`config.mk`:
```
export PLATFORM = sky130hd
export DESIGN_NAME = wake_power_seq
export DESIGN_NICKNAME = d
export VERILOG_FILES = /design/src/logic/delay_timer.v /design/src/logic/mouse_wake_detect.v /design/src/logic/wake_power_seq.v
export VERILOG_INCLUDE_DIRS = /design/src /design/src/logic
export SDC_FILE = /design/constraint.sdc
export NUM_CORES = 1
export LEC_CHECK = 0
export BUFFER_PORTS_ARGS = -buffer_cell sky130_fd_sc_hd__buf_2
export CELL_PAD_IN_SITES_DETAIL_PLACEMENT = 1
export CELL_PAD_IN_SITES_GLOBAL_PLACEMENT = 2
export CORE_ASPECT_RATIO = 1.4
export CORE_UTILIZATION = 40
export DETAILED_ROUTE_END_ITERATION = 12
export PLACE_DENSITY_LB_ADDON = 0.1
export SLEW_MARGIN = 30
export SYNTH_ARGS = -nofsm -noshare
export SYNTH_HDL_FRONTEND = slang
export SYNTH_SLANG_ARGS = --single-unit
```
`constraint.sdc`:
```
create_clock -name mclk -period 8.7 [get_ports mclk]
set_clock_uncertainty 0.05 [all_clocks]
set_input_delay 1.74 -clock mclk [delete_from_list [all_inputs] [get_ports mclk]]
set_output_delay 1.74 -clock mclk [all_outputs]
set_load 0.1 [all_outputs]
```
`src/logic/wake_consts.vh`:
```
// Constants for the wake and power-good sequencer: register offsets,
// control field positions, reset values and delay times.
// Assumes inclusion by bare name from the design files.
`ifndef WAKE_CONSTS_VH
`define WAKE_CONSTS_VH

// ==================================================================
// Register offsets.
`define OFF_WAKE_CONTROL 8'hE0
`define OFF_PASSWORD_INDEX 8'hE1
`define OFF_PASSWORD_DATA 8'hE2
`define OFF_DELAY_MOUSE_CONTROL 8'hE6

// ==================================================================
// Field positions in wake_control.
`define WC_ANY_KEY 0
`define WC_SINGLE_CLICK 1
`define WC_RIGHT_BUTTON 4
`define WC_MOUSE_EN 5
`define WC_KEY_EN 6

// Field positions in delay_and_mouse_control.
`define DC_EXTRA_LO 1
`define DC_EXTRA_HI 2
`define DC_FIRST_STAGE 3
`define DC_MOUSE_ANY 7

// ==================================================================
// Reset values.
`define WAKE_CONTROL_RESET 8'h01
`define DELAY_CONTROL_RESET 8'h00

// ==================================================================
// Password storage windows and key code values.
`define PW_SET_LEN 15
`define PW_BASE0 8'h00
`define PW_BASE1 8'h30
`define PW_BASE2 8'h40
`define BREAK_PREFIX 8'hF0
`define EMPTY_KEY 8'h00

// ==================================================================
// Delay times in milliseconds and the clock period in nanoseconds.
`define CLK_PERIOD_NS 40
`define RESUME_DELAY_MS 200
`define PG_FIRST_SLOW_MS 400
`define PG_FIRST_FAST_MS 250
`define PG_EXTRA1_MS 32
`define PG_EXTRA2_MS 96
`define PG_EXTRA3_MS 250
`define MS_TO_CYCLES(ms) ((ms) * 1000000 / `CLK_PERIOD_NS)

`endif

```
`src/logic/delay_timer.v`:
```
// Delay timer: an output rises after its qualifying input has held high
// for a chosen number of cycles and falls at once when the input drops.
// Assumes one clock, synchronous active-high reset.
`timescale 1ns/1ps
module delay_timer #(
  parameter W = 24
) (
  // Clock and reset.
  input wire mclk,
  input wire srst,
  // Control.
  input wire valid_in,
  input wire [W-1:0] limit,
  // Result.
  output reg done_q
);

  reg [W-1:0] cnt_q;

  // Count while valid, restart from zero on a drop, finish at the limit.
  always @(posedge mclk) begin
    if (srst || !valid_in) begin
      cnt_q <= {W{1'b0}};
      done_q <= 1'b0;
    end else if (!done_q) begin
      if (cnt_q >= limit) begin
        done_q <= 1'b1;
      end else begin
        cnt_q <= cnt_q + {{(W-1){1'b0}}, 1'b1};
      end
    end
  end

endmodule

```
`src/logic/mouse_wake_detect.v`:
```
// Mouse wake detector: decodes three-byte mouse packets and reports a
// one-cycle wake pulse for the selected button or movement pattern.
// Assumes one byte strobe per received mouse byte, packet-aligned.
`timescale 1ns/1ps
module mouse_wake_detect (
  // Clock and reset.
  input wire mclk,
  input wire srst,
  // Mode selection.
  input wire enable,
  input wire any_event,
  input wire right_sel,
  input wire single_sel,
  // Mouse byte stream.
  input wire byte_valid,
  input wire [7:0] byte_data,
  // Result.
  output reg wake_q
);

  reg [1:0] pos_q;
  reg [7:0] head_q;
  reg moved_q;
  reg prev_btn_q;
  reg [1:0] clicks_q;
  reg last_q;
  wire btn;
  wire pressed;
  wire any_btn_press;

  assign btn = right_sel ? head_q[1] : head_q[0];
  assign pressed = btn && !prev_btn_q;
  assign any_btn_press = (head_q[1:0] != 2'b00) && !last_q;

  // Collect packets and judge each complete one.
  always @(posedge mclk) begin
    wake_q <= 1'b0;
    if (srst || !enable) begin
      pos_q <= 2'd0;
      head_q <= 8'h00;
      moved_q <= 1'b0;
      prev_btn_q <= 1'b0;
      clicks_q <= 2'd0;
      last_q <= 1'b0;
    end else if (byte_valid) begin
      if (pos_q == 2'd0) begin
        head_q <= byte_data;
        moved_q <= 1'b0;
        pos_q <= 2'd1;
      end else if (pos_q == 2'd1) begin
        moved_q <= (byte_data != 8'h00);
        pos_q <= 2'd2;
      end else begin
        pos_q <= 2'd0;
        last_q <= (head_q[1:0] != 2'b00);
        prev_btn_q <= btn;
        if (any_event) begin
          if (single_sel) begin
            wake_q <= (head_q[2:0] != 3'b000) || moved_q || (byte_data != 8'h00);
          end else begin
            wake_q <= any_btn_press;
          end
        end else if (pressed) begin
          if (single_sel || clicks_q == 2'd1) begin
            wake_q <= 1'b1;
            clicks_q <= 2'd0;
          end else begin
            clicks_q <= 2'd1;
          end
        end
      end
    end
  end

endmodule

```
`src/logic/wake_power_seq.v`:
```
// Wake and power-good sequencer: keyboard and mouse wake onto the power
// switch output, resume reset and power-good with programmable delays.
// Assumes supply comparators and keyboard/mouse byte strobes arrive
// synchronous to mclk, which runs free from standby power.
//
// Overview of operation
// An enabled keyboard or mouse wake event pulses the power switch output low.
// Keyboard wake works only while wake control bit 6 is one.
// Wake control bit 0 selects any key (one) or password (zero).
// Three password sets reached by index and data registers.
// Each key entry is a make code then break prefix and make code.
// Software pads unused password bytes after the last key with zero.
// Mouse wake works only while wake control bit 5 is one.
// With mouse any-event set, bit 1 picks any activity or one click.
// Otherwise bit 4 picks left or right, bit 1 one or two clicks.
// Resume reset rises at most 200 ms after standby supply valid.
// Resume reset falls at once when standby supply drops.
// Power-good rises after programmed delay once both main supplies valid.
// Power-good falls at once when the main supplies drop.
// Delay control bit 3 picks first stage 300-500 or 200-300 ms.
// Delay control bits 2:1 add none, 32, 96 or 250 ms.
// Total power-good delay is first stage plus extra, in sequence.
// Power switch output stays low while the power button is held low.
// Password mode wakes only on a full in-order matching key sequence.
// Wake pulse width is a parameter in clock cycles.
// Delay counters restart from zero when supply valid drops early.
`timescale 1ns/1ps
`include "wake_consts.vh"
module wake_power_seq #(
  parameter PULSE_CYCLES = 16,
  parameter CW = 24,
  parameter [CW-1:0] RESUME_CYCLES = `MS_TO_CYCLES(`RESUME_DELAY_MS),
  parameter [CW-1:0] PG_SLOW_CYCLES = `MS_TO_CYCLES(`PG_FIRST_SLOW_MS),
  parameter [CW-1:0] PG_FAST_CYCLES = `MS_TO_CYCLES(`PG_FIRST_FAST_MS),
  parameter [CW-1:0] PG_X1_CYCLES = `MS_TO_CYCLES(`PG_EXTRA1_MS),
  parameter [CW-1:0] PG_X2_CYCLES = `MS_TO_CYCLES(`PG_EXTRA2_MS),
  parameter [CW-1:0] PG_X3_CYCLES = `MS_TO_CYCLES(`PG_EXTRA3_MS)
) (
  // Clock and reset.
  input wire mclk,
  input wire srst,
  // Register port.
  input wire [7:0] reg_addr,
  input wire [7:0] reg_wdata,
  input wire reg_wr,
  input wire reg_rd,
  output reg [7:0] reg_rdata_q,
  // Keyboard and mouse received bytes.
  input wire kbd_valid,
  input wire [7:0] kbd_data,
  input wire mouse_valid,
  input wire [7:0] mouse_data,
  // Supply comparators and power button.
  input wire standby_supply,
  input wire main_5v_supply,
  input wire main_3v_supply,
  input wire power_button_in_n,
  // Outputs to the chipset.
  output reg power_switch_out_n,
  output reg resume_reset_n,
  output reg power_good
);

  // ================================================================
  // Local definitions.
  localparam [7:0] SET_LEN = `PW_SET_LEN;
  localparam ST_MAKE = 2'd0;
  localparam ST_PREFIX = 2'd1;
  localparam ST_BREAK = 2'd2;
  localparam PG_IDLE = 2'd0;
  localparam PG_FIRST = 2'd1;
  localparam PG_EXTRA = 2'd2;
  localparam PG_ON = 2'd3;

  // Maps a password index to a flat storage slot, or 6'h3F if unmapped.
  function [5:0] slot_of;
    input [7:0] idx;
    begin
      if (idx < SET_LEN) begin
        slot_of = idx[5:0];
      end else if (idx >= `PW_BASE1 && idx < `PW_BASE1 + SET_LEN) begin
        slot_of = idx[5:0] - 6'h30 + 6'd15;
      end else if (idx >= `PW_BASE2 && idx < `PW_BASE2 + SET_LEN) begin
        slot_of = idx[5:0] + 6'd30;
      end else begin
        slot_of = 6'h3F;
      end
    end
  endfunction

  // ================================================================
  // Registers.
  reg [7:0] wake_ctl_q;
  reg [7:0] pw_index_q;
  reg [7:0] delay_ctl_q;
  reg [7:0] pw_mem [0:44];
  reg [1:0] pw_set_q;
  wire [5:0] wr_slot;

  assign wr_slot = slot_of(pw_index_q);

  // Register writes; the index also picks the set the matcher uses.
  always @(posedge mclk) begin
    if (srst) begin
      wake_ctl_q <= `WAKE_CONTROL_RESET;
      pw_index_q <= 8'h00;
      delay_ctl_q <= `DELAY_CONTROL_RESET;
      pw_set_q <= 2'd0;
    end else if (reg_wr) begin
      case (reg_addr)
        `OFF_WAKE_CONTROL: wake_ctl_q <= reg_wdata;
        `OFF_PASSWORD_INDEX: begin
          pw_index_q <= reg_wdata;
          if (slot_of(reg_wdata) != 6'h3F) begin
            pw_set_q <= (slot_of(reg_wdata) < 6'd15) ? 2'd0 :
                        (slot_of(reg_wdata) < 6'd30) ? 2'd1 : 2'd2;
          end
        end
        `OFF_DELAY_MOUSE_CONTROL: delay_ctl_q <= reg_wdata;
        default: pw_index_q <= pw_index_q;
      endcase
    end
  end

  // Password storage written through the data register.
  genvar gi;
  generate
    for (gi = 0; gi < 45; gi = gi + 1) begin : g_pw
      always @(posedge mclk) begin
        if (srst) begin
          pw_mem[gi] <= `EMPTY_KEY;
        end else if (reg_wr && reg_addr == `OFF_PASSWORD_DATA && wr_slot == gi) begin
          pw_mem[gi] <= reg_wdata;
        end
      end
    end
  endgenerate

  // Read data, valid in the cycle after the read strobe; unmapped reads 0.
  always @(posedge mclk) begin
    if (srst) begin
      reg_rdata_q <= 8'h00;
    end else if (reg_rd) begin
      case (reg_addr)
        `OFF_WAKE_CONTROL: reg_rdata_q <= wake_ctl_q;
        `OFF_PASSWORD_INDEX: reg_rdata_q <= pw_index_q;
        `OFF_PASSWORD_DATA: reg_rdata_q <= (wr_slot == 6'h3F) ? 8'h00 : pw_mem[wr_slot];
        `OFF_DELAY_MOUSE_CONTROL: reg_rdata_q <= delay_ctl_q;
        default: reg_rdata_q <= 8'h00;
      endcase
    end else begin
      reg_rdata_q <= 8'h00;
    end
  end

  // ================================================================
  // Keyboard wake: any key or stored password.
  reg [1:0] kst_q;
  reg [3:0] kpos_q;
  reg kwake_q;
  reg byte_ok;
  wire key_en;
  wire [5:0] kslot;
  wire [7:0] want;
  wire [7:0] next_want;
  wire at_end;

  assign key_en = wake_ctl_q[`WC_KEY_EN];
  assign kslot = {2'b00, kpos_q} + (pw_set_q == 2'd0 ? 6'd0 :
                 pw_set_q == 2'd1 ? 6'd15 : 6'd30);
  assign want = pw_mem[kslot];
  assign next_want = (kslot == 6'd44) ? `EMPTY_KEY : pw_mem[kslot + 6'd1];
  // Zero padding after a complete break code ends the stored sequence.
  assign at_end = (kst_q == ST_BREAK) &&
                  ((kpos_q == 4'd14) || (next_want == `EMPTY_KEY));

  // Each stored byte is one received byte: make code, break prefix, make code.
  always @* begin
    case (kst_q)
      ST_MAKE: byte_ok = (kbd_data == want) && (want != `EMPTY_KEY) &&
                         (want != `BREAK_PREFIX);
      ST_PREFIX: byte_ok = (kbd_data == `BREAK_PREFIX) && (want == `BREAK_PREFIX);
      ST_BREAK: byte_ok = (kbd_data == want);
      default: byte_ok = 1'b0;
    endcase
  end

  // Walks the stored bytes in order; a wrong byte restarts at the first key.
  always @(posedge mclk) begin
    kwake_q <= 1'b0;
    if (srst || !key_en) begin
      kst_q <= ST_MAKE;
      kpos_q <= 4'd0;
    end else if (wake_ctl_q[`WC_ANY_KEY]) begin
      kwake_q <= kbd_valid;
      kst_q <= ST_MAKE;
      kpos_q <= 4'd0;
    end else if (kbd_valid) begin
      if (!byte_ok) begin
        kst_q <= ST_MAKE;
        kpos_q <= 4'd0;
      end else if (at_end) begin
        kwake_q <= 1'b1;
        kst_q <= ST_MAKE;
        kpos_q <= 4'd0;
      end else begin
        kpos_q <= kpos_q + 4'd1;
        case (kst_q)
          ST_MAKE: kst_q <= ST_PREFIX;
          ST_PREFIX: kst_q <= ST_BREAK;
          default: kst_q <= ST_MAKE;
        endcase
      end
    end
  end

  // ================================================================
  // Mouse wake.
  wire mwake;

  mouse_wake_detect u_mouse (
    .mclk(mclk),
    .srst(srst),
    .enable(wake_ctl_q[`WC_MOUSE_EN]),
    .any_event(delay_ctl_q[`DC_MOUSE_ANY]),
    .right_sel(wake_ctl_q[`WC_RIGHT_BUTTON]),
    .single_sel(wake_ctl_q[`WC_SINGLE_CLICK]),
    .byte_valid(mouse_valid),
    .byte_data(mouse_data),
    .wake_q(mwake)
  );

  // ================================================================
  // Power switch output: wake pulse of fixed width, or button follow.
  reg [15:0] pulse_q;

  always @(posedge mclk) begin
    if (srst) begin
      pulse_q <= 16'h0000;
      power_switch_out_n <= 1'b1;
    end else begin
      if (kwake_q || mwake) begin
        pulse_q <= PULSE_CYCLES[15:0];
      end else if (pulse_q != 16'h0000) begin
        pulse_q <= pulse_q - 16'h0001;
      end
      // Low while the pulse runs or the button is held.
      power_switch_out_n <= !(kwake_q || mwake || pulse_q > 16'h0001) &&
                            power_button_in_n;
    end
  end

  // ================================================================
  // Resume reset from the standby supply.
  wire rs_done;

  delay_timer #(.W(CW)) u_resume (
    .mclk(mclk),
    .srst(srst),
    .valid_in(standby_supply),
    .limit(RESUME_CYCLES),
    .done_q(rs_done)
  );

  always @(posedge mclk) begin
    if (srst) begin
      resume_reset_n <= 1'b0;
    end else begin
      resume_reset_n <= rs_done && standby_supply;
    end
  end

  // ================================================================
  // Power-good: first stage then extra stage, sequenced.
  reg [1:0] pg_st_q;
  reg [CW-1:0] pg_cnt_q;
  wire mains_ok;
  reg [CW-1:0] first_lim;
  reg [CW-1:0] extra_lim;

  assign mains_ok = main_5v_supply && main_3v_supply;

  // Stage limits from the delay control register.
  always @* begin
    first_lim = delay_ctl_q[`DC_FIRST_STAGE] ? PG_FAST_CYCLES : PG_SLOW_CYCLES;
    case (delay_ctl_q[`DC_EXTRA_HI:`DC_EXTRA_LO])
      2'b01: extra_lim = PG_X1_CYCLES;
      2'b10: extra_lim = PG_X2_CYCLES;
      2'b11: extra_lim = PG_X3_CYCLES;
      default: extra_lim = {CW{1'b0}};
    endcase
  end

  always @(posedge mclk) begin
    if (srst || !mains_ok) begin
      pg_st_q <= PG_IDLE;
      pg_cnt_q <= {CW{1'b0}};
      power_good <= 1'b0;
    end else begin
      case (pg_st_q)
        PG_IDLE: begin
          pg_st_q <= PG_FIRST;
          pg_cnt_q <= {CW{1'b0}};
        end
        PG_FIRST: begin
          if (pg_cnt_q >= first_lim) begin
            pg_st_q <= PG_EXTRA;
            pg_cnt_q <= {CW{1'b0}};
          end else begin
            pg_cnt_q <= pg_cnt_q + {{(CW-1){1'b0}}, 1'b1};
          end
        end
        PG_EXTRA: begin
          if (pg_cnt_q >= extra_lim) begin
            pg_st_q <= PG_ON;
            power_good <= 1'b1;
          end else begin
            pg_cnt_q <= pg_cnt_q + {{(CW-1){1'b0}}, 1'b1};
          end
        end
        PG_ON: power_good <= 1'b1;
        default: pg_st_q <= PG_IDLE;
      endcase
    end
  end

endmodule

```
* Word-level counts from Yosys, hierarchy flattened
Memories as Yosys holds them, arrays and structs flattened.
Cells that the tools add are included.
** Storage, ports and cells
- Bits in writable memories :: 360
- Word-level logic and storage cells :: 518
- Input port bits :: 42
- Register bits :: 122
- Memories kept :: 1
- Output and inout port bits :: 11
** Operators by class
- Multiplexer cells :: 236
- Add/subtract/negate cells :: 12
- Reduce and logical (&&, ||, !) cells :: 107
- Bitwise logic cells :: 52
- Magnitude comparators :: 16
- Equal/unequal tests :: 70
** Memories
- pw_mem :: words 45, bits a word 8, read ports 3, clocked after memory_dff 0, write ports 45, RTL line wake_power_seq.v:96 : reg [7:0] pw_mem [0:44];
** Operators with widths (number)
- two-way mux 8 bit :: 47
- two-way mux 1 bit :: 152
- equality test 6 x 5 -> 1 bit, second input constant :: 16
- equality test 6 bit, second input constant :: 15
- two-way mux 6 bit :: 13
- two-way mux 24 bit :: 3
- one-hot mux 24 bit (3 select lines) :: 1
- one-hot mux 23 bit (3 select lines) :: 1
- logical AND 1 bit :: 59
- adder 24 x 1 -> 24 bit, second input constant :: 2
- equality test 6 x 4 -> 1 bit, second input constant :: 8
- equality test 8 bit, second input constant :: 6
- greater-or-equal comparator 24 bit :: 2
- bitwise OR 1 bit :: 45
- one-hot mux 8 bit (4 select lines) :: 1
- equality test 6 x 3 -> 1 bit, second input constant :: 4
- greater-or-equal comparator 24 x 23 -> 1 bit, second input constant :: 1
- two-way mux 5 bit :: 4
- greater-or-equal comparator 8 x 6 -> 1 bit, second input constant :: 2
- greater-or-equal comparator 8 x 7 -> 1 bit, second input constant :: 2
- greater-than comparator 16 x 1 -> 1 bit, second input constant :: 1
- less-than comparator 8 x 4 -> 1 bit, second input constant :: 2
- less-than comparator 8 x 6 -> 1 bit, second input constant :: 2
- less-than comparator 8 x 7 -> 1 bit, second input constant :: 2
- 39 further kinds :: 102

* Longest topological paths before layout
- Depth after elaboration :: 16
- Gate-level depth with buffers :: 21
- Mapped depth without buffers :: 16

* Hierarchy
Synthesis repeated with hierarchy kept, for this count alone.
** Unflattened totals
- Cell total of the unflattened synthesis :: 2971
- Area, all modules :: 29156.7 um^2
** Modules (own cells, without submodules)
- wake_power_seq :: cells each 2688, seq. area each 12532.0 um^2, area an instance 26874.5 um^2, instances 1
- delay_timer :: cells each 231, seq. area each 500.5 um^2, area an instance 1806.7 um^2, instances 1
- mouse_wake_detect :: cells each 52, seq. area each 200.2 um^2, area an instance 475.5 um^2, instances 1

* Worst setup path before layout
Ideal clock, no wire load.
- Kind :: reg-to-reg
- Start point :: register pw_set_q[1]
- End point :: register kpos_q[0]
- Arrival :: 4273 ps
- Data required time :: 8518 ps
- Stages on the path, launching flop included :: 20
- Library setup time :: 132 ps
- Buffers on the path :: 3
- Setup slack :: 4244 ps
- Clock period less this slack :: 4456 ps
- Cells stage by stage :: dfxtp_1 > buf_6 > nor2b_4 > ha_1 > inv_1 > fa_1 > buf_2 > inv_1 > clkbuf_1 > ha_1 > xnor3_2 > nor4_1 > a31oi_1 > mux4_2 > or4b_1 > o311ai_1 > o311ai_1 > a21oi_2 > or4_1 > o22ai_1
** Between the ends
- Cells in the longest elaborated chain, start to end :: 12
- Elaborated cells on any way between the ends :: 22
- Those cells by class :: 2 x add/sub; 5 x eq/ne; 6 x mux; 8 x reduce/logical; 1 x memory
** RTL lines
- from (decl) :: RTL line wake_power_seq.v:97 : reg [1:0] pw_set_q;
- from (signal assigned) :: RTL line wake_power_seq.v:115 : pw_set_q <= (slot_of(reg_wdata) < 6'd15) ? 2'd0 :
- equality test 2 x 1 -> 1 bit :: RTL line wake_power_seq.v:170 : pw_set_q == 2'd1 ? 6'd15 : 6'd30);
- two-way mux 5 bit :: RTL line wake_power_seq.v:170
- two-way mux 5 bit * :: RTL line wake_power_seq.v:169 : assign kslot = {2'b00, kpos_q} + (pw_set_q == 2'd0 ? 6'd0 :
- adder 4 x 5 -> 6 bit * :: RTL line wake_power_seq.v:169
- adder 6 x 1 -> 6 bit :: RTL line wake_power_seq.v:172 : assign next_want = (kslot == 6'd44) ? `EMPTY_KEY : pw_mem[kslot + 6'd1];
- memory (45 x 8 bit)
- two-way mux 8 bit :: RTL line wake_power_seq.v:172
- zero test 8 bit (no source line)
- logical OR 1 bit :: RTL line wake_power_seq.v:175 : ((kpos_q == 4'd14) || (next_want == `EMPTY_KEY));
- logical AND 1 bit :: RTL line wake_power_seq.v:174 : assign at_end = (kst_q == ST_BREAK) &&
- two-way mux 4 bit :: RTL line wake_power_seq.v:202 : end else if (at_end) begin
- two-way mux 4 bit * :: RTL line wake_power_seq.v:199 : if (!byte_ok) begin
- to (signal assigned) :: RTL line wake_power_seq.v:207 : kpos_q <= kpos_q + 4'd1;
- to (decl) :: RTL line wake_power_seq.v:159 : reg [3:0] kpos_q;
Every way passes the cells marked *; elsewhere a longest branch is shown, timed or not.
A chain may end at the register's enable or synchronous reset.

* Worst setup path after layout
- Start point :: register pw_set_q[1]
- End point :: register kpos_q[1]
Same word-level chain as after synthesis.

==> impl_metrics.tcl <==
set metrics [dict create \
    clockBufferDepth 3 \
    cts_tree "done" \
    clkTransAtPathRegs_ps 60 \
    rsz0062_at_grt "no" \
    grt_max_degree 145 \
    crit_arrival_ps 6630 \
    port_buffers 52 \
    cp.required_ps 9150 \
    hold_viol 0 \
    drc 0 \
    io_pins 53 \
    synth_area_leaders "edfxtp_1, dfxtp_1, nand2_1" \
    met2WireLength_mm 60.1 \
    place.gp.congestion 0.935 \
    syn-cell-area_um2 29100 \
    drt-initial-drc-count 1863 \
    finish.utilization 0.445 \
    dr.max_layer_used "met4" \
    grt_remaining_overflow 0 \
    fin_crit_ps 6180 \
    ff_latch_area_um2 13200 \
    area_growth_pct 9.56 \
    setup-violations-final 0 \
    drtPass1Iterations 5 \
    insertion_delay_ps 640 \
    multi_input_area_um2 14700 \
    die_w_um 230 \
    final_nets 3058 \
    htree_levels 2 \
    track_usage 0.319 \
    placementRows 116 \
    synth_edf_count 360 \
    max_cap_violations 0 \
    seqPwrFrac 0.484 \
    cts_setup_buffers 0 \
    grt_pass1_wl_mm 175 \
    routed_wirelength_mm 118 \
    yosysUniqueCellTypes 92 \
    min_path_type "reg2reg" \
    slew_headroom 0.319 \
    post_cts_resized 0 \
    cts_made_buffers 52 \
    rr_worst_depth 15 \
    yosys_most_used_dff "edfxtp_1" \
    synth-seq-cells 481 \
    start_util 0.406 \
    vias 25700 \
    final_max_slew_viol_count 0 \
    switching_power_w 0.00138 \
    critPathLaunchType "register" \
    p_clk_frac 0.433 \
    powerDensity_nw_per_um2 171 \
    fin_crit_sh 0.710 \
    clock_sinks 481 \
    wl_per_cell_um 30.0 \
    hold_buffers 0 \
    swShare 0.254 \
    dieArea_um2 73800 \
    antenna_found_initial 2 \
    static-leakage-power_nw 11.9 \
    synth_nets 3160 \
    wl_met1_mm 44.5 \
    netlist_instances 3060 \
    end_kind "register" \
    ant_nets 0 \
    ys_seq_area_frac 0.455 \
    syn_area_per_cell_um2 9.51 \
    drive_gt1_frac 0.112 \
    dr_wl_met3_mm 5.91 \
    via_per_inst 6.52 \
    grt_pass1_vias 26500 \
    yosysMostFrequentCell "nand2_1" \
    synth-async-reset-ratio 0 \
    nFillCells 8083 \
    yosysTopAreaCell "edfxtp_1" \
    dieHeight_um 321 \
    power_frac_comb 0.083 \
    yosysWarnings 0 \
    tns_ps 0 \
    synth.top_cell.area_share 0.372 \
    synthTopCellsByCount "nand2_1, edfxtp_1, and3_1" \
    max_freq_ghz 0.162 \
    status "completed" \
    power.internal_w 0.00406 \
    worstPathMaxFanout 28 \
    core_um2 71700 \
    crit_type "reg2reg" \
    min_path_cells 2 \
    total_power_w 0.00544 \
    cts_root_buffer "clkbuf_16" \
    dpl.hpwl_mm 83.0 \
    peakVddDrop_uv 231 \
    tightestPinTransition_ps 1010 \
]
[sequential cells by signal (all words and copies together), names as in the netlist, 3 cells and up]
name and cells:
pg_cnt_q 24, wake_ctl_q 8, reg_rdata_q 8, pulse_q 16, pw_mem 360, pw_index_q 8
u_mouse.head_q 3, u_resume.cnt_q 24, kpos_q 4, delay_ctl_q 8
[through the flow]
step           hold WS (ps)  setup WS (ps)  instances  cell area, µm²
2_1_floorplan           369           4240       3060           29100
3_5_place_dp            387           2620       3848           30100
4_1_cts                 396           2590       3945           31800
6_report                391           2520       3949           31900
3_3_place_gp            381           2820       3848           30000
5_1_grt                 431           2390       3946           31900
[final cells by class]
type,count,share of cell area
timing repair buffer,115,0.0239
multi-input combinational,2256,0.461
clock inverter,35,0.0108
antenna,4,0.000314
sequential,481,0.415
inverter,52,0.00612
clock buffer,62,0.0453
tap,944,0.0371
[critical path: stages (launching register included)]
cell and delay, ps:
dfxtp_1 570, or2_2 240, inv_1 70, fa_4 1110, inv_1 410, ha_1 390, xnor3_2 600, nor4_1 400
a31oi_1 90, mux4_2 530, or4b_1 570, o311ai_1 260, o311ai_1 240, a21oi_2 270, or4_1 150, o22ai_1 70
[cells in the final DEF, fill, tap and decap left out, types with 62 or more instances in the layout]
cell type	instances
nor4_1	84
nor2_1	170
a21oi_1	93
nor3_1	210
buf_4	62
nand2_1	509
o21ai_0	62
nand3_1	178
a311oi_1	72
dfxtp_1	121
mux4_2	77
and3_1	231
edfxtp_1	360
[per-layer routing]
layer  track usage  vias up
met5             0        -
met4         0.198        0
met3        0.0372      306
met2         0.565      966
met1         0.365    13100
li1              -    11300
[power groups by stage]
stage               Sequential (W)  Combinational (W)  Clock [W]
finish                     0.00263           0.000454    0.00235
floorplan                  0.00264           0.000297          0
global route               0.00264           0.000491    0.00247
detailed placement         0.00268           0.000451          0
global placement           0.00267           0.000437          0
CTS                        0.00263           0.000454    0.00239
[kinds of logic (layout without fill, tap and decap cells)]
family          count (synthesis)  after routing  share of synthesized area
other cells                     0              4                          0
simple gates                 1540           1540                      0.259
xor+xnor                       43             43                     0.0149
flops                         481            481                      0.455
compound gates                469            469                      0.113
mux                           146            146                     0.0884
fa+ha+maj                      58             58                     0.0252
buf+inv                       323            264                     0.0446
[path summary, 6_finish.rpt]
check	from	end	slack [ps]
worst max-delay path	pw_set_q[1]	kpos_q[1]	2520
worst min register to register	u_resume.cnt_q[23]	u_resume.cnt_q[23]	390
worst max register to register	pw_set_q[1]	kpos_q[1]	2520
worst min-delay path	u_resume.cnt_q[23]	u_resume.cnt_q[23]	390
Power figures use the tool's default switching activity.
